`config.mk`:
```
export PLATFORM = sky130hd
export DESIGN_NAME = gpic_top
export DESIGN_NICKNAME = d
export VERILOG_FILES = /design/src/verilog/gpic_pkg.sv /design/src/verilog/gpic_top.sv
export SDC_FILE = /design/constraint.sdc
export NUM_CORES = 1
export LEC_CHECK = 0
export ABC_AREA = 1
export BUFFER_PORTS_ARGS = -buffer_cell sky130_fd_sc_hd__buf_2
export CAP_MARGIN = 30
export CORE_MARGIN = 2
export CORE_UTILIZATION = 51
export DETAILED_ROUTE_END_ITERATION = 6
export PLACE_DENSITY = 0.77
export SYNTH_ARGS = -nofsm -noshare
export SYNTH_HDL_FRONTEND = slang
export SYNTH_SLANG_ARGS = --single-unit
```
`constraint.sdc`:
```
create_clock -name CLK -period 6.7 [get_ports CLK]
set_input_delay 1.34 -clock CLK [delete_from_list [all_inputs] [get_ports CLK]]
set_output_delay 1.34 -clock CLK [all_outputs]
set_load 0.02 [all_outputs]
```
`src/verilog/gpic_pkg.sv`:
```
/*
 Constants for the game port input counters: register indices, field
 positions, reset values and timing counts.
 Assumes a 32-bit AXI4-Lite bus where byte address = 4 * register index.
*/
package gpic_pkg;

   // Register indices; byte address is four times the index
   localparam logic [29:0] GPIC_IDX_BEAM_HIGH   = 30'h0dff004;
   localparam logic [29:0] GPIC_IDX_BEAM_LOW    = 30'h0dff006;
   localparam logic [29:0] GPIC_IDX_MOTION1     = 30'h0dff00a;
   localparam logic [29:0] GPIC_IDX_MOTION2     = 30'h0dff00c;
   localparam logic [29:0] GPIC_IDX_POT1        = 30'h0dff012;
   localparam logic [29:0] GPIC_IDX_POT2        = 30'h0dff014;
   localparam logic [29:0] GPIC_IDX_POT_READ    = 30'h0dff016;
   localparam logic [29:0] GPIC_IDX_POT_START   = 30'h0dff034;
   localparam logic [29:0] GPIC_IDX_BPL_CTRL    = 30'h0dff100;
   localparam logic [29:0] GPIC_IDX_FIRE_PORT   = 30'h0bfe001;
   localparam logic [29:0] GPIC_IDX_BEAM_PIN    = 30'h0dff200;

   // Field positions
   localparam int unsigned GPIC_START_BIT  = 0;
   localparam int unsigned GPIC_LPEN_BIT   = 3;
   localparam int unsigned GPIC_FIRE1_BIT  = 6;
   localparam int unsigned GPIC_FIRE2_BIT  = 7;

   // Arbitrary identification values
   localparam logic [6:0]  GPIC_CHIP_REV   = 7'h15;
   localparam logic [13:0] GPIC_BEAM_ID    = 14'h0a5a;

   // Reset values
   localparam logic [7:0]  GPIC_POTCTL_RST = 8'h00;
   localparam logic [3:0]  GPIC_BPIN_RST   = 4'h0;
   localparam logic [13:0] GPIC_PIN_RST    = 14'h3fff;

   // Scan lines the pot capacitors are held discharged
   localparam logic [3:0]  GPIC_DUMP_LINES = 4'h8;

   // AXI responses
   localparam logic [1:0]  GPIC_RESP_OKAY  = 2'h0;
   localparam logic [1:0]  GPIC_RESP_DEC   = 2'h3;

   typedef enum logic [1:0] {
      POT_IDLE,
      POT_DUMP,
      POT_COUNT
   } gpic_pot_state_e;

endpackage

```
`src/verilog/gpic_top.sv`:
```
/*
 Game port input counters for two controller ports: quadrature motion
 counters carrying joystick switches, pot measurement counters, fire
 buttons, pot and beam pin output control, light pen beam latch.
 Assumes pins are asynchronous, LINE_STROBE, VBLANK_END and the beam
 counters come from logic on CLK, and a single AXI4-Lite master.
*/
`timescale 1ns/1ns

module gpic_top
   import gpic_pkg::*;
(
   input  wire logic        CLK,
   input  wire logic        SYS_RST,
   input  wire logic [31:0] S_AXI_AWADDR,
   input  wire logic        S_AXI_AWVALID,
   output wire logic        S_AXI_AWREADY,
   input  wire logic [31:0] S_AXI_WDATA,
   input  wire logic [3:0]  S_AXI_WSTRB,
   input  wire logic        S_AXI_WVALID,
   output wire logic        S_AXI_WREADY,
   output logic      [1:0]  S_AXI_BRESP,
   output logic             S_AXI_BVALID,
   input  wire logic        S_AXI_BREADY,
   input  wire logic [31:0] S_AXI_ARADDR,
   input  wire logic        S_AXI_ARVALID,
   output wire logic        S_AXI_ARREADY,
   output logic      [31:0] S_AXI_RDATA,
   output logic      [1:0]  S_AXI_RRESP,
   output logic             S_AXI_RVALID,
   input  wire logic        S_AXI_RREADY,
   input  wire logic [1:0]  VERTICAL_QUAD_A,
   input  wire logic [1:0]  HORIZONTAL_QUAD_A,
   input  wire logic [1:0]  VERTICAL_QUAD_B,
   input  wire logic [1:0]  HORIZONTAL_QUAD_B,
   input  wire logic [1:0]  FIRE_BEAM_I,
   output logic      [1:0]  FIRE_BEAM_O,
   output logic      [1:0]  FIRE_BEAM_OE,
   input  wire logic [3:0]  POT_PIN_I,
   output logic      [3:0]  POT_PIN_O,
   output logic      [3:0]  POT_PIN_OE,
   input  wire logic        LINE_STROBE,
   input  wire logic        VBLANK_END,
   input  wire logic [8:0]  BEAM_V,
   input  wire logic [8:0]  BEAM_H,
   input  wire logic        LONG_FRAME
);
   import gpic_pkg::*;

   function automatic logic is_idx(input logic [31:0] a,
                                   input logic [29:0] idx);
      is_idx = (a[31:2] == idx);
   endfunction

   // Closed switch reads one: pins are inverted before use
   function automatic logic [1:0] quad_state(input logic pin_b,
                                             input logic pin_a);
      quad_state = {~pin_b, pin_b ^ pin_a};
   endfunction

   function automatic logic [5:0] carry_step(input logic [1:0] o,
                                             input logic [1:0] n,
                                             input logic [5:0] up);
      if (o == 2'h3 && n == 2'h0) begin
         carry_step = up + 6'h01;
      end else if (o == 2'h0 && n == 2'h3) begin
         carry_step = up - 6'h01;
      end else begin
         carry_step = up;
      end
   endfunction

   // Pin synchronisers and a third stage for edge detection
   logic [13:0] pin_raw;
   logic [13:0] pin_s1_q;
   logic [13:0] pin_s2_q;
   logic [13:0] pin_q;

   assign pin_raw = {FIRE_BEAM_I, POT_PIN_I, HORIZONTAL_QUAD_B,
                     VERTICAL_QUAD_B, HORIZONTAL_QUAD_A, VERTICAL_QUAD_A};

   always_ff @(posedge CLK or posedge SYS_RST) begin
      if (SYS_RST) begin
         pin_s1_q <= GPIC_PIN_RST;
         pin_s2_q <= GPIC_PIN_RST;
         pin_q    <= GPIC_PIN_RST;
      end else begin
         pin_s1_q <= pin_raw;
         pin_s2_q <= pin_s1_q;
         pin_q    <= pin_s2_q;
      end
   end

   wire [1:0] va_s = pin_s2_q[1:0];
   wire [1:0] ha_s = pin_s2_q[3:2];
   wire [1:0] vb_s = pin_s2_q[5:4];
   wire [1:0] hb_s = pin_s2_q[7:6];
   wire [3:0] pot_s = pin_s2_q[11:8];
   wire [1:0] fire_s = pin_s2_q[13:12];
   wire [1:0] va_q = pin_q[1:0];
   wire [1:0] ha_q = pin_q[3:2];
   wire [1:0] vb_q = pin_q[5:4];
   wire [1:0] hb_q = pin_q[7:6];
   wire [1:0] fire_q = pin_q[13:12];

   // Motion counters: low two bits follow the pins, so joystick switches
   // show directly; upper six bits move only on a Gray wrap, so a skipped
   // state adds nothing
   logic [5:0] h_up_q [2];
   logic [5:0] v_up_q [2];
   logic [15:0] motion [2];

   for (genvar p = 0; p < 2; p++) begin : g_port
      wire [1:0] h_old = quad_state(hb_q[p], ha_q[p]);
      wire [1:0] h_new = quad_state(hb_s[p], ha_s[p]);
      wire [1:0] v_old = quad_state(vb_q[p], va_q[p]);
      wire [1:0] v_new = quad_state(vb_s[p], va_s[p]);

      always_ff @(posedge CLK or posedge SYS_RST) begin
         if (SYS_RST) begin
            h_up_q[p] <= 6'h00;
            v_up_q[p] <= 6'h00;
         end else begin
            // Up on ascending Gray order, down on descending
            h_up_q[p] <= carry_step(h_old, h_new, h_up_q[p]);
            v_up_q[p] <= carry_step(v_old, v_new, v_up_q[p]);
         end
      end

      // Bit 9 left, bit 1 right vertical high byte
      assign motion[p] = {v_up_q[p], v_old, h_up_q[p], h_old};
   end

   // AXI4-Lite write channel: address and data held independently
   logic        aw_held_q;
   logic [31:0] awaddr_q;
   logic        w_held_q;
   logic [31:0] wdata_q;
   logic [3:0]  wstrb_q;

   assign S_AXI_AWREADY = ~aw_held_q & ~S_AXI_BVALID;
   assign S_AXI_WREADY  = ~w_held_q & ~S_AXI_BVALID;

   wire do_wr = aw_held_q & w_held_q & ~S_AXI_BVALID;
   wire wr_start  = do_wr & is_idx(awaddr_q, GPIC_IDX_POT_START);
   wire wr_bpl    = do_wr & is_idx(awaddr_q, GPIC_IDX_BPL_CTRL);
   wire wr_bpin   = do_wr & is_idx(awaddr_q, GPIC_IDX_BEAM_PIN);
   wire wr_mapped = wr_start | wr_bpl | wr_bpin
                  | is_idx(awaddr_q, GPIC_IDX_BEAM_HIGH)
                  | is_idx(awaddr_q, GPIC_IDX_BEAM_LOW)
                  | is_idx(awaddr_q, GPIC_IDX_MOTION1)
                  | is_idx(awaddr_q, GPIC_IDX_MOTION2)
                  | is_idx(awaddr_q, GPIC_IDX_POT1)
                  | is_idx(awaddr_q, GPIC_IDX_POT2)
                  | is_idx(awaddr_q, GPIC_IDX_POT_READ)
                  | is_idx(awaddr_q, GPIC_IDX_FIRE_PORT);
   wire go_pots = wr_start & wstrb_q[0] & wdata_q[GPIC_START_BIT];

   always_ff @(posedge CLK or posedge SYS_RST) begin
      if (SYS_RST) begin
         aw_held_q    <= 1'b0;
         awaddr_q     <= 32'h0;
         w_held_q     <= 1'b0;
         wdata_q      <= 32'h0;
         wstrb_q      <= 4'h0;
         S_AXI_BVALID <= 1'b0;
         S_AXI_BRESP  <= GPIC_RESP_OKAY;
      end else begin
         if (S_AXI_AWVALID && S_AXI_AWREADY) begin
            aw_held_q <= 1'b1;
            awaddr_q  <= S_AXI_AWADDR;
         end else if (do_wr) begin
            aw_held_q <= 1'b0;
         end
         if (S_AXI_WVALID && S_AXI_WREADY) begin
            w_held_q <= 1'b1;
            wdata_q  <= S_AXI_WDATA;
            wstrb_q  <= S_AXI_WSTRB;
         end else if (do_wr) begin
            w_held_q <= 1'b0;
         end
         if (do_wr) begin
            S_AXI_BVALID <= 1'b1;
            S_AXI_BRESP  <= wr_mapped ? GPIC_RESP_OKAY : GPIC_RESP_DEC;
         end else if (S_AXI_BREADY) begin
            S_AXI_BVALID <= 1'b0;
         end
      end
   end

   // Software control registers
   logic [7:0] potctl_q;
   logic       lpen_en_q;
   logic [3:0] bpin_q;

   always_ff @(posedge CLK or posedge SYS_RST) begin
      if (SYS_RST) begin
         potctl_q  <= GPIC_POTCTL_RST;
         lpen_en_q <= 1'b0;
         bpin_q    <= GPIC_BPIN_RST;
      end else begin
         if (wr_start && wstrb_q[1]) begin
            potctl_q <= wdata_q[15:8];
         end
         if (wr_bpl && wstrb_q[0]) begin
            lpen_en_q <= wdata_q[GPIC_LPEN_BIT];
         end
         if (wr_bpin && wstrb_q[0]) begin
            bpin_q <= wdata_q[3:0];
         end
      end
   end

   // Pot measurement sequencer
   gpic_pot_state_e pot_st_q;
   logic [3:0]      line_q;
   logic [7:0]      pot_cnt_q [4];
   logic [3:0]      pot_done_q;

   wire dumping  = (pot_st_q == POT_DUMP);
   wire last_dump = LINE_STROBE && (line_q == GPIC_DUMP_LINES - 4'h1);

   always_ff @(posedge CLK or posedge SYS_RST) begin
      if (SYS_RST) begin
         pot_st_q   <= POT_IDLE;
         line_q     <= 4'h0;
         pot_done_q <= 4'hf;
      end else if (go_pots) begin
         pot_st_q   <= POT_DUMP;
         line_q     <= 4'h0;
         pot_done_q <= 4'h0;
      end else begin
         unique case (pot_st_q)
            POT_IDLE: begin
               line_q <= 4'h0;
            end
            POT_DUMP: begin
               if (LINE_STROBE) begin
                  line_q <= line_q + 4'h1;
               end
               if (last_dump) begin
                  pot_st_q <= POT_COUNT;
               end
            end
            POT_COUNT: begin
               if (LINE_STROBE) begin
                  pot_done_q <= pot_done_q | pot_s;
               end
               if (&pot_done_q) begin
                  pot_st_q <= POT_IDLE;
               end
            end
         endcase
      end
   end

   for (genvar i = 0; i < 4; i++) begin : g_pot
      always_ff @(posedge CLK or posedge SYS_RST) begin
         if (SYS_RST) begin
            pot_cnt_q[i] <= 8'h00;
         end else if (go_pots) begin
            pot_cnt_q[i] <= 8'h00;
         end else if (pot_st_q == POT_COUNT && LINE_STROBE
                      && !pot_done_q[i] && !pot_s[i]) begin
            // Pin low means charge still below threshold; wraps freely
            pot_cnt_q[i] <= pot_cnt_q[i] + 8'h01;
         end
      end
   end

   // Pin drivers: the dump forces pots low, overriding software output
   always_ff @(posedge CLK or posedge SYS_RST) begin
      if (SYS_RST) begin
         POT_PIN_OE   <= 4'h0;
         POT_PIN_O    <= 4'h0;
         FIRE_BEAM_OE <= 2'h0;
         FIRE_BEAM_O  <= 2'h0;
      end else begin
         for (int i = 0; i < 4; i++) begin
            POT_PIN_OE[i] <= dumping | potctl_q[2*i+1];
            POT_PIN_O[i]  <= ~dumping & potctl_q[2*i];
         end
         FIRE_BEAM_OE <= bpin_q[1:0];
         FIRE_BEAM_O  <= bpin_q[3:2];
      end
   end

   // Light pen: falling edge on either beam trigger freezes the beam
   // position until the end of vertical blank
   logic        frz_q;
   logic [8:0]  lat_v_q;
   logic [8:0]  lat_h_q;
   logic        lat_lof_q;

   wire trig = |(fire_q & ~fire_s);

   always_ff @(posedge CLK or posedge SYS_RST) begin
      if (SYS_RST) begin
         frz_q     <= 1'b0;
         lat_v_q   <= 9'h000;
         lat_h_q   <= 9'h000;
         lat_lof_q <= 1'b0;
      end else if (lpen_en_q && trig && (!frz_q || VBLANK_END)) begin
         // A trigger in the release cycle wins: capture reopens there
         frz_q     <= 1'b1;
         lat_v_q   <= BEAM_V;
         lat_h_q   <= BEAM_H;
         lat_lof_q <= LONG_FRAME;
      end else if (VBLANK_END) begin
         frz_q <= 1'b0;
      end
   end

   wire [8:0] bv  = frz_q ? lat_v_q : BEAM_V;
   wire [8:0] bh  = frz_q ? lat_h_q : BEAM_H;
   wire       lof = frz_q ? lat_lof_q : LONG_FRAME;

   // Read decode
   logic [15:0] pot_rd;
   always_comb begin
      pot_rd = {8'h00, GPIC_CHIP_REV, 1'b0};
      for (int i = 0; i < 4; i++) begin
         pot_rd[9+2*i] = potctl_q[2*i+1];
         pot_rd[8+2*i] = pot_s[i];
      end
   end

   wire [31:0] ra = S_AXI_ARADDR;
   wire [7:0] fire_rd = {fire_s, 6'h00};

   logic [31:0] rd_word;
   logic        rd_hit;
   always_comb begin
      rd_hit  = 1'b1;
      rd_word = 32'h0;
      if (is_idx(ra, GPIC_IDX_MOTION1)) begin
         rd_word = {16'h0, motion[0]};
      end else if (is_idx(ra, GPIC_IDX_MOTION2)) begin
         rd_word = {16'h0, motion[1]};
      end else if (is_idx(ra, GPIC_IDX_POT1)) begin
         rd_word = {16'h0, pot_cnt_q[1], pot_cnt_q[0]};
      end else if (is_idx(ra, GPIC_IDX_POT2)) begin
         rd_word = {16'h0, pot_cnt_q[3], pot_cnt_q[2]};
      end else if (is_idx(ra, GPIC_IDX_POT_READ)) begin
         rd_word = {16'h0, pot_rd};
      end else if (is_idx(ra, GPIC_IDX_FIRE_PORT)) begin
         rd_word = {24'h0, fire_rd};
      end else if (is_idx(ra, GPIC_IDX_BEAM_HIGH)) begin
         rd_word = {16'h0, lof, GPIC_BEAM_ID, bv[8]};
      end else if (is_idx(ra, GPIC_IDX_BEAM_LOW)) begin
         rd_word = {16'h0, bv[7:0], bh[8:1]};
      end else if (is_idx(ra, GPIC_IDX_BEAM_PIN)) begin
         rd_word = {28'h0, bpin_q};
      end else if (is_idx(ra, GPIC_IDX_POT_START)
                   || is_idx(ra, GPIC_IDX_BPL_CTRL)) begin
         rd_word = 32'h0;
      end else begin
         rd_hit = 1'b0;
      end
   end

   // Read channel: one outstanding read, data one edge after address
   assign S_AXI_ARREADY = ~S_AXI_RVALID;

   always_ff @(posedge CLK or posedge SYS_RST) begin
      if (SYS_RST) begin
         S_AXI_RVALID <= 1'b0;
         S_AXI_RDATA  <= 32'h0;
         S_AXI_RRESP  <= GPIC_RESP_OKAY;
      end else if (S_AXI_ARVALID && S_AXI_ARREADY) begin
         S_AXI_RVALID <= 1'b1;
         S_AXI_RDATA  <= rd_word;
         S_AXI_RRESP  <= rd_hit ? GPIC_RESP_OKAY : GPIC_RESP_DEC;
      end else if (S_AXI_RREADY) begin
         S_AXI_RVALID <= 1'b0;
      end
   end

endmodule

```
; ---- Yosys cells after proc, flatten, opt, wreduce, memory -nomap -nowiden
; Cells that the tools add are included.
[totals]
ff_bits = 243
input_bits = 142
elab_cells = 262
[classes]
n_addsub = 13
eq_ne = 36
muxes = 59
bitwise = 51
reduce_logical = 68
[op_table]
columns = operator, n
row1 = 30-bit by 24-bit equality test with 1-bit output (second input constant), 22
row2 = 16-bit two-way mux, 8
row3 = 8-bit two-way mux, 8
row4 = 6-bit two-way mux, 8
row5 = 8-bit by 1-bit adder with 8-bit output (second input constant), 4
row6 = 2-bit nonzero test, 15
row7 = 1-bit logical AND, 26
row8 = 6-bit by 1-bit adder with 6-bit output (second input constant), 4
row9 = 4-bit two-way mux, 6
row10 = 6-bit by 1-bit subtractor with 6-bit output (second input constant), 4
row11 = 1-bit two-way mux, 20
row12 = 2-bit equality test (second input constant), 9
row13 = 2-bit zero test, 9
row14 = 9-bit two-way mux, 2
row15 = 1-bit OR, 14
row16 = 1-bit bitwise AND, 13
row17 = 1-bit inverter, 13
row18 = 2-bit two-way mux, 5
row19 = 1-bit zero test, 9
row20 = 4-bit case mux with 2 select lines, 1
row21 = 1-bit bitwise XOR, 8
row22 = 3-bit != test (second input constant), 2
row23 = 3-bit nonzero test, 2
row24 = 4-bit by 1-bit adder with 4-bit output (second input constant), 1
row25 = 12 further kinds, 14

; ---- Logic depth before layout (Yosys ltp)
; Gate-level depths: netlist of run 1.
[logic_depth]
depth_word = 14
mapped_depth = 14

; ---- Least setup slack after synthesis of run 1
; No wires, ideal clock.
[synth_timing]
path_kind = input to register
startpoint = in S_AXI_ARADDR[13]
endpoint = reg S_AXI_RDATA[10]
setup_ns = 0.066
arrival_time_ns = 2.528
required_time_ns = 6.634
path_slack_ns = 4.106
path_stages = 10
path_buffers = 1
cell_sequence = nor2_1 nand2_1 inv_1 nand2_2 nor4_4 buf_2 nand2_1 nand4_1 nand2_1 nand2_1
[synth_via]
elab_chain_len = 9
[synth_lines]
columns = element, line_no
row1 = "start, declared", gpic_top.sv:25  ; input wire logic [31:0] S_AXI_ARADDR,
row2 = 30-bit by 24-bit equality test with 1-bit output, gpic_top.sv:52  ; is_idx = (a[31:2] == idx);
row3 = 16-bit two-way mux, gpic_top.sv:350  ; end else if (is_idx(ra, GPIC_IDX_BEAM_LOW)) begin
row4 = 16-bit two-way mux, gpic_top.sv:348  ; end else if (is_idx(ra, GPIC_IDX_BEAM_HIGH)) begin
row5 = 16-bit two-way mux, gpic_top.sv:346  ; end else if (is_idx(ra, GPIC_IDX_FIRE_PORT)) begin
row6 = 16-bit two-way mux, gpic_top.sv:344  ; end else if (is_idx(ra, GPIC_IDX_POT_READ)) begin
row7 = 16-bit two-way mux, gpic_top.sv:342  ; end else if (is_idx(ra, GPIC_IDX_POT2)) begin
row8 = 16-bit two-way mux, gpic_top.sv:340  ; end else if (is_idx(ra, GPIC_IDX_POT1)) begin
row9 = 16-bit two-way mux, gpic_top.sv:338  ; end else if (is_idx(ra, GPIC_IDX_MOTION2)) begin
row10 = 16-bit two-way mux (*), gpic_top.sv:336  ; if (is_idx(ra, GPIC_IDX_MOTION1)) begin
row11 = "end signal, assigned", gpic_top.sv:372  ; S_AXI_RDATA <= rd_word;
row12 = "end, declared", gpic_top.sv:28  ; output logic [31:0] S_AXI_RDATA,
; Every way passes the cells marked *; elsewhere a longest branch is shown, timed or not.
; A chain may end at the register's enable or synchronous reset.

; ---- Final worst setup path of run 1
[layout_timing]
startpoint = in S_AXI_ARADDR[9]
endpoint = reg S_AXI_RDATA[6]
; Same word-level chain as after synthesis.

==> out/results.txt, run 1 <==
total power: 4.02 mW
crit path capture type: flip-flop
stages on the worst setup path: 12
Clk Latency, worst-skew pair: 530 ps
status: finished, final reports clean
CP Buf/Inv Count: 2
crit-path cells: buf_2 > nor2_1 > nand2_2 > inv_1 > nand2_1 > nor2_1 > nand2_1 > o21ai_0 > nor2_1 > nand4_1 > nand2_1 > nand2_1
reg-to-reg critical path startpoint: pin_q[2]$_DFF_PP1_
Synth warnings: 0
synthesized area per cell: 8.47 um2
fin worst setup slack: 3530 ps
R2R depth: 11
DR DRC count: 0
detailed-route via count: 8,858
Post-synth EDFFs: 0
Hold Buf Count CTS: 0
Die Area: 22,400 um2
most frequent cells after synthesis: nand2_1, dfrtp_1, inv_1
initial antenna violation count: 2
layout cell share with drive strength beyond 1: 0.209
placed cells: 1,677
Critical Path Fanout Max: 11
Synth area leader: dfrtp_1
top-count cell post-synth: nand2_1
TritonCTS buffer count: 23
pre-CTS setup slack: 3080 ps
num ports: 195
root buffer cell: clkbuf_16
Worst Hold Class: reg -> reg
Top Metal Used: met4
crit start category: primary input
WL/cell: 14.4 um
Final min period: 3170 ps
Post-synth ARST share: 1.00
Final #Nets: 1,602
P per Cell Area: 322 nW/um2
Max-Slew Margin vs Limit: 0.365
# clock sinks: 214
Fin Setup TNS: 0 ps
H-Tree Depth: 1
Fin. Hold Viols: 0
Mapped Cells: 1,276
metal3 WL: 1.95 mm
Std-Cell Rows: 53
Arr. time, crit path: 3620 ps
antenna-violating nets left: 0
Final Cycle Share: 0.473
CP dominant cell by count: nand2_1
sequential share of the synthesized area: 0.501
RSZ-0062 raised after global routing: no
met1 wire length: 10.4 mm
Iteration-0 DRC Markers: 509
Area after DPL: 11,800 um2
metal2 WL: 11.7 mm
Worst Path Required: 7160 ps
setup bufs post-CTS: 0
synth unique cells: 44
area of the core: 20,900 um2
CTS tree: built
CTS resizes: 0
fill count: 1,823
Static Leakage: 6.29 nW
R2R Path End: h_up_q[11]$_DFFE_PP0P_
Final Setup Violations: 0
Final Wtd Congestion: 0.902
Pre-Repair DR Iteration Count: 5
gr ovfl total: 0
Layout area overhead: 15.7%
vias in the first global route: 8,589
WHS Path Cells: 0
dominant cells by area after synthesis: dfrtp_1, nand2_1, dfstp_2
Finished Layout Cells: 1,720
worst slew pin tran: 952 ps
CTS max path bufs: 3
initial cell density of the core: 0.517
Yosys top cell area share: 0.398
Worst path max stage delay: 520 ps
Main synth FF type: dfrtp_1
Clock Pin Slew Worst Setup and Hold Paths: 60 ps
Core Util, Final: 0.598
Vert. Die Dim: 150 um
Via density: 5.15
final max-slew violation count: 0
PortBufs: 151
max cap viols: 0
CP top delay family: simple AND/OR/NAND/NOR gates
HP Start: pin_s1_q[8]$_DFF_PP1_
synthesized cell area: 10,800 um2
R2R setup slack: 4290 ps
Max stage delay cell, worst path: nor2_1
#FFs+latches synth: 214
pin count of the biggest net entering global routing: 185
drt total wl: 24.8 mm
Max Freq: 316 MHz
HPWL after DPL: 18.2 mm
fin area: 12,500 um2
worst vdd ir: 0.319 mV
worst hold slack: 354 ps
worst-case clock skew: 15.9 ps
Tot GR Track Use: 0.229
first-pass GRT wire length: 41.1 mm
Worst Setup Path Type: in -> reg
Die X: 150 um
hold path endpoint: pin_s2_q[8]$_DFF_PP1_
-- power breakdown --
part           internal (mW)  switching, mW  total, mW
registers               1.59          0.220       1.81
clock network          0.708          0.517       1.23
logic                  0.416          0.574      0.990
total                   2.71           1.31       4.02
-- registers in the layout, indices dropped and copies added (netlist names), 9 cells and up --
signal and cells:
pin_q 10, awaddr_q 30, lat_v_q 9, S_AXI_RDATA 16, h_up_q 12, motion 12, pot_cnt_q 32, wdata_q 12
pin_s1_q 14, pin_s2_q 14
-- cell type report --
| class | instances | area [um2] | share of cell area |
|---|---|---|---|
| Clock buffer | 32 | 639 | 0.0512 |
| Inverter | 159 | 601 | 0.0481 |
| Timing Repair Buffer | 155 | 806 | 0.0645 |
| Sequential cell | 214 | 5410 | 0.433 |
| Tap cell | 275 | 344 | 0.0275 |
| Multi-Input combinational cell | 874 | 4610 | 0.369 |
| Clock inverter | 9 | 86.3 | 0.00691 |
| Antenna cell | 2 | 5.00 | 0.000401 |
-- worst reg2reg max path: stages, from the launching register on --
cell,delay (ps)
dfstp_2,540
ha_1,150
nand3_1,240
ha_1,430
a21oi_1,150
nand2_1,80
nand2_1,80
nand2_1,50
a21oi_1,190
nand4_1,120
o21ai_0,130
xor2_1,160
-- cells in the final DEF, fill, tap and decap left out, types with 3 or more instances in the layout --
cell type | synthesis | layout
a21oi_1 | 41 | 41
buf_2 | 6 | 151
clkbuf_1 | 17 | 6
clkbuf_16 | 0 | 23
clkbuf_8 | 0 | 3
clkinv_2 | 0 | 5
conb_1 | 1 | 16
dfrtp_1 | 172 | 172
dfstp_2 | 42 | 42
fa_1 | 4 | 4
ha_1 | 29 | 29
inv_1 | 157 | 156
mux2_2 | 22 | 22
nand2_1 | 313 | 313
nand2_2 | 7 | 7
nand3_1 | 80 | 80
nand3b_1 | 9 | 9
nand4_1 | 34 | 34
nor2_1 | 127 | 127
nor2_2 | 13 | 13
nor3_1 | 16 | 16
nor3_4 | 5 | 5
nor3b_1 | 6 | 6
nor4_1 | 5 | 5
nor4_4 | 3 | 3
o21ai_0 | 86 | 86
o21ai_1 | 6 | 6
o22ai_1 | 4 | 4
or2_2 | 8 | 8
xnor2_1 | 10 | 10
xor2_1 | 13 | 13
-- worst max path at each step --
stage | to | start | slack [ps]
finish | S_AXI_RDATA[6]$_DFFE_PP0P_ | S_AXI_ARADDR[9] | 3530
global route | S_AXI_RDATA[6]$_DFFE_PP0P_ | S_AXI_ARADDR[23] | 3210
CTS | S_AXI_RDATA[4]$_DFFE_PP0P_ | S_AXI_ARADDR[13] | 3590
detailed placement | S_AXI_RDATA[15]$_DFFE_PP0P_ | S_AXI_ARADDR[23] | 3080
global placement | S_AXI_RDATA[15]$_DFFE_PP0P_ | S_AXI_ARADDR[23] | 3130
floorplan | FIRE_BEAM_OE[0]$_DFF_PP0_ | SYS_RST | 2610
-- cell families (layout without fill, tap and decap cells) --
group,after synthesis,in the layout,share of synthesized area
compound gates,144,144,0.0688
buf+inv,203,355,0.0782
fa+ha+maj,33,33,0.0410
simple gates,636,636,0.269
flops,214,214,0.501
xor+xnor,23,23,0.0186
other cells,1,18,0.000347
mux,22,22,0.0229
-- per-layer routing --
layer  vias to the layer above  global-route usage
met2                       271               0.389
met3                        54              0.0439
met4                         0              0.0781
met1                      4151               0.294
met5                         -                   0
li1                       4382                   -
(Power assumes the default switching activity.)
==> run 2, diff against run 1 <==
Clock period 6.7 ns to 2.8 ns, I/O delays scaled along.
==> run 2 against run 1 <==
  * Total power increased by 150%
  * Clock power increased to 2.5 times the previous value
  * Utilization increased by 0.87 points
  * Critical path depth decreased by 1
==> out/results.txt, run 2 (synthesis gave the netlist of run 1 again) <==
fill count: 1,731
max reg flops: 32
Multi-input gate area: 4610 um2
Switching Share: 0.320
Critical Path Fanout Max: 7
# clock sinks: 214
max cap viols: 0
CP top delay family: simple AND/OR/NAND/NOR gates
gr ovfl total: 0
num ports: 195
DR DRC count: 0
Final Setup Violations: 0
register area: 5410 um2
worst-case clock skew: 16.5 ps
Finished Layout Cells: 1,736
CP Buf/Inv Count: 0
CTS tree: built
Biggest register: pot_cnt_q
Static Leakage: 6.39 nW
Comb power frac: 0.246
Final Cycle Share: 0.878
Worst Path Required: 3230 ps
CTS resizes: 0
final max-slew violation count: 0
Layout area overhead: 17.4%
initial antenna violation count: 2
total power: 9.87 mW
CP dominant cell by count: nand2_1
pin count of the biggest net entering global routing: 47
sw power: 3.16 mW
Fin. Hold Viols: 0
Core Util, Final: 0.607
vias in the first global route: 8,570
Arr. time, crit path: 2890 ps
H-Tree Depth: 1
commonest non-fill, non-tap cell in the layout: nand2_1
Max stage delay cell, worst path: dfstp_2
drt total wl: 25.4 mm
Iteration-0 DRC Markers: 564
Final #Nets: 1,617
Pre-Repair DR Iteration Count: 5
Tot GR Track Use: 0.232
TritonCTS buffer count: 24
WL/cell: 14.6 um
fin area: 12,700 um2
RSZ-0062 raised after global routing: no
clock share of power: 0.315
PortBufs: 151
CTS max path bufs: 3
worst vdd ir: 0.718 mV
worst slew pin tran: 792 ps
Final Wtd Congestion: 0.938
status: finished, final reports clean
Max Freq: 407 MHz
Sequential Power Share: 0.440
initial cell density of the core: 0.517
Hold Buf Count CTS: 0
antenna-violating nets left: 0
fin worst setup slack: 342 ps
pre-CTS setup slack: 297 ps
crit path capture type: flip-flop
P per Cell Area: 778 nW/um2
Worst Hold Class: in -> reg
Area after DPL: 11,900 um2
worst hold slack: 145 ps
Die Area: 22,400 um2
setup bufs post-CTS: 0
Std-Cell Rows: 53
Clk Latency, worst-skew pair: 510 ps
layout cell share with drive strength beyond 1: 0.217
crit-path cells: ha_1 > nand3_1 > ha_1 > a21oi_1 > nand2_1 > nand2_1 > nand2_1 > a21oi_1 > nand4_1 > o21ai_0 > xor2_1
Final min period: 2460 ps
area of the core: 20,900 um2
Die X: 150 um
detailed-route via count: 8,910
HPWL after DPL: 18.7 mm
Max-Slew Margin vs Limit: 0.472
root buffer cell: clkbuf_16
first-pass GRT wire length: 41.3 mm
Fin Setup TNS: 0 ps
Vert. Die Dim: 150 um
most frequent cells in the layout: nand2_1, dfrtp_1, inv_1, buf_2, nor2_1
biggest regs: pot_cnt_q (32), awaddr_q (30), S_AXI_RDATA (16)
crit start category: flip-flop
Worst Setup Path Type: reg -> reg
Worst path max stage delay: 530 ps
Int Power: 6.71 mW
Via density: 5.13
Clock Pin Slew Worst Setup and Hold Paths: 60 ps
placed cells: 1,691
run 2: cell count changes in the layout (fill, tap and decap cells not counted), moves of 2 or more:
cell	delta
buf_12	+2
buf_4	+13
clkbuf_1	+2
clkbuf_16	+2
clkinv_2	-2
run 2: final cells by class:
cell class	instances	area share
sequential	214	0.427
clock buffer	36	0.0550
timing repair buffer	169	0.0732
multi-input combinational	874	0.363
tap	275	0.0271
inverter	159	0.0474
antenna	2	0.000395
clock inverter	7	0.00691
run 2: worst paths after layout:
path | startpoint | endpoint | slack [ps] | depth (start not counted)
worst max-delay path | pin_q[2]$_DFF_PP1_ | h_up_q[11]$_DFFE_PP0P_ | 340 | 11
max in group asynchronous | SYS_RST | awaddr_q[13]$_DFFE_PP0P_ | 1790 | 3
min in group asynchronous | SYS_RST | lat_h_q[6]$_DFFE_PP0P_ | 180 | 2
worst max register to register | pin_q[2]$_DFF_PP1_ | h_up_q[11]$_DFFE_PP0P_ | 340 | 11
worst min register to register | pin_s1_q[11]$_DFF_PP1_ | pin_s2_q[11]$_DFF_PP1_ | 360 | 0
worst min-delay path | FIRE_BEAM_I[0] | pin_s1_q[12]$_DFF_PP1_ | 140 | 1
run 2: routing by layer:
metal / up-vias / track usage / share of wire / wire [um]
li1: 4404 / - / - / -
met1: 4143 / 0.303 / 0.42 / 10600
met3: 49 / 0.0466 / 0.083 / 2110
met2: 314 / 0.391 / 0.47 / 12000
met5: - / 0 / 0 / 0
met4: 0 / 0.0695 / 0.026 / 654
run 2: power by group through the flow:
stage | clock network, mW | logic [mW] | registers, mW
6_report | 3.11 | 2.42 | 4.34
5_1_grt | 3.30 | 2.78 | 4.43
3_3_place_gp | 0 | 2.29 | 4.34
4_1_cts | 3.16 | 2.44 | 4.34
3_5_place_dp | 0 | 2.41 | 4.38
2_1_floorplan | 0 | 1.82 | 4.30
==> run 3, diff against run 2 <==
Settings changed: ABC_AREA 1 to 0.
==> run 3 against run 2 <==
  * Total power down 5.4%
  * Via count down 14%
  * Clock power decreased by 8.4%
  * Routed wire length decreased by 5.3%
  * Highest routed layer unchanged
  * Worst hold slack lost 10 ps
  * Area after synthesis decreased by 3.7%
  * Synthesized cell count shrank 28%
  * First-iteration DRC count decreased by 29%
  * Die area decreased by 3.6%
  * Worst setup slack worse by 170 ps
  * Critical endpoint unchanged
  * Sequential power hardly changed
  * Register-to-register slack worse by 170 ps
==> out/results.txt, run 3 <==
Biggest register: pot_cnt_q
CP top delay family: compound AO/OA/AOI/OAI gates
Setup crit end: h_up_q[11]$_DFFE_PP0P_
initial antenna violation count: 2
worst vdd ir: 0.646 mV
Worst Hold Class: in -> reg
stages on the worst setup path: 10
crit start category: flip-flop
crit-path cells: inv_1 > ha_1 > nand3_1 > buf_4 > ha_1 > a21oi_1 > o21bai_1 > a2111oi_0 > o21ai_0 > xnor2_1
Main synth FF type: dfrtp_1
synthesized cell area: 10,400 um2
commonest non-fill, non-tap cell in the layout: dfrtp_1
synthesized area per cell: 11.3 um2
CTS tree: built
fin worst setup slack: 174 ps
sw power: 2.83 mW
vias in the first global route: 7,829
initial cell density of the core: 0.517
Finished Layout Cells: 1,380
XOR/XNOR share of the synthesized area: 0.0421
compound-gate portion of the synthesized area: 0.101
synth unique cells: 72
Final Cycle Share: 0.938
area of the core: 20,100 um2
final max-slew violation count: 0
largest family of logic cells by synthesized area: simple AND/OR/NAND/NOR gates
fill count: 1,626
dominant cells by area after synthesis: dfrtp_1, dfstp_2, mux2_2
Comb power frac: 0.231
crit path capture type: flip-flop
top-count cell post-synth: dfrtp_1
Fin. Hold Viols: 0
antenna-violating nets left: 0
post-synthesis mux area share: 0.106
max reg flops: 32
Clk Latency, worst-skew pair: 520 ps
Worst path max stage delay: 560 ps
pin count of the biggest net entering global routing: 109
most frequent cells after synthesis: dfrtp_1, mux2_2, nor2_1
Final Wtd Congestion: 0.907
worst-case clock skew: 17.4 ps
WL/cell: 17.4 um
H-Tree Depth: 1
reg-to-reg critical path startpoint: pin_q[6]$_DFF_PP1_
Int Power: 6.50 mW
max cap viols: 0
Die X: 147 um
Worst Path Required: 3200 ps
Critical Path Fanout Max: 4
drt total wl: 24.0 mm
Vert. Die Dim: 147 um
# clock sinks: 214
Static Leakage: 5.68 nW
sequential share of the synthesized area: 0.520
R2R setup slack: 170 ps
RSZ-0062 raised after global routing: no
Final #Nets: 1,268
post-synthesis simple-gate area fraction: 0.152
PortBufs: 151
CTS max path bufs: 3
Post-synth EDFFs: 0
HPWL after DPL: 17.5 mm
CP dominant cell by count: ha_1
Synth area leader: dfrtp_1
Yosys top cell area share: 0.414
Final Setup Violations: 0
Die Area: 21,600 um2
Iteration-0 DRC Markers: 399
Critical Path Source: pin_q[6]$_DFF_PP1_
Max-Slew Margin vs Limit: 0.519
Final min period: 2630 ps
gr ovfl total: 0
Arr. time, crit path: 3030 ps
layout cell share with drive strength beyond 1: 0.329
most frequent cells in the layout: dfrtp_1, buf_2, mux2_2, nor2_1, nand2_1
pre-CTS setup slack: 7.97 ps
detailed-route via count: 7,699
Pre-Repair DR Iteration Count: 5
P per Cell Area: 762 nW/um2
DR DRC count: 0
Via density: 5.58
num ports: 195
Max Freq: 381 MHz
Post-synth ARST share: 1.00
Layout area overhead: 17.7%
biggest regs: pot_cnt_q (32), awaddr_q (30), S_AXI_RDATA (16)
Sequential Power Share: 0.464
Max stage delay cell, worst path: dfstp_2
root buffer cell: clkbuf_16
CP Buf/Inv Count: 2
Synth warnings: 0
first-pass GRT wire length: 39.6 mm
Mapped Cells: 923
TritonCTS buffer count: 23
Worst Setup Path Type: reg -> reg
Switching Share: 0.303
R2R Path End: h_up_q[11]$_DFFE_PP0P_
worst slew pin tran: 721 ps
status: finished, final reports clean
placed cells: 1,338
clock share of power: 0.305
#FFs+latches synth: 214
Std-Cell Rows: 52
Tot GR Track Use: 0.227
Synth Area in Adders: 0.0426
R2R depth: 10
Clock Pin Slew Worst Setup and Hold Paths: 60 ps
-- run 3: stage by stage --
stage	setup TNS, ps	hold WS, ps	utilization	instance area [um2]	power [mW]
2_1_floorplan	-87700	345	-	10500	5.91
3_3_place_gp	0	346	0.573	11500	6.37
3_5_place_dp	0	347	0.573	11500	6.51
4_1_cts	0	126	0.608	12200	9.37
5_1_grt	0	122	0.609	12200	9.91
6_report	0	134	0.609	12200	9.33
-- run 3: layout make-up --
| class | instances | area, um2 | area share |
|---|---|---|---|
| clock inverters | 7 | 41.3 | 0.00337 |
| repair buffers | 179 | 1000 | 0.0820 |
| multi-input cells | 651 | 4690 | 0.383 |
| diodes | 2 | 5.00 | 0.000409 |
| flip-flops and latches | 214 | 5410 | 0.442 |
| inverters | 24 | 93.8 | 0.00767 |
| well taps | 270 | 338 | 0.0276 |
| clock buffers | 33 | 663 | 0.0542 |
-- run 3: per-layer routing --
metal,GRT usage,part of all wire,wire length [um]
met1,0.303,0.43,10200
met2,0.371,0.48,11500
met3,0.0453,0.070,1670
met4,0.0854,0.027,646
met5,0,0,0
-- run 3: worst min path at each step --
| stage | from | to | slack, ps | cells past startpoint |
|---|---|---|---|---|
| floorplan | pin_s1_q[0]$_DFF_PP1_ | pin_s2_q[0]$_DFF_PP1_ | 350 | 0 |
| global placement | pin_s1_q[0]$_DFF_PP1_ | pin_s2_q[0]$_DFF_PP1_ | 350 | 0 |
| detailed placement | pin_s1_q[5]$_DFF_PP1_ | pin_s2_q[5]$_DFF_PP1_ | 350 | 0 |
| CTS | HORIZONTAL_QUAD_B[0] | pin_s1_q[6]$_DFF_PP1_ | 130 | 1 |
| global route | FIRE_BEAM_I[0] | pin_s1_q[12]$_DFF_PP1_ | 120 | 1 |
| finish | HORIZONTAL_QUAD_B[0] | pin_s1_q[6]$_DFF_PP1_ | 130 | 1 |
-- run 3: what timing repair did --
item,CTS,global route
resized for setup,0,4
endpoints found under the hold margin,0,0
setup endpoints to repair,0,2
buffers inserted,0,0
hold buffers,0,0
-- run 3: power by group through the flow --
stage                     Clock (mW)  Sequential, mW  Combinational (mW)
after floorplan                    0            4.24                1.67
after global placement             0            4.34                2.03
after detailed placement           0            4.38                2.12
after CTS                       2.90            4.33                2.15
after global routing            3.05            4.43                2.43
final                           2.85            4.33                2.15
-- run 3: cells by family (layout without fill, tap and decap cells) --
logic type | after synthesis | in the layout
DFF | 214 | 214
xor gates and xnor gates | 50 | 50
adders and majority gates | 33 | 33
muxes | 100 | 100
other | 1 | 18
AOI/OAI and AO/OA | 169 | 169
and+or+nand+nor | 283 | 283
buffers and inverters | 73 | 243
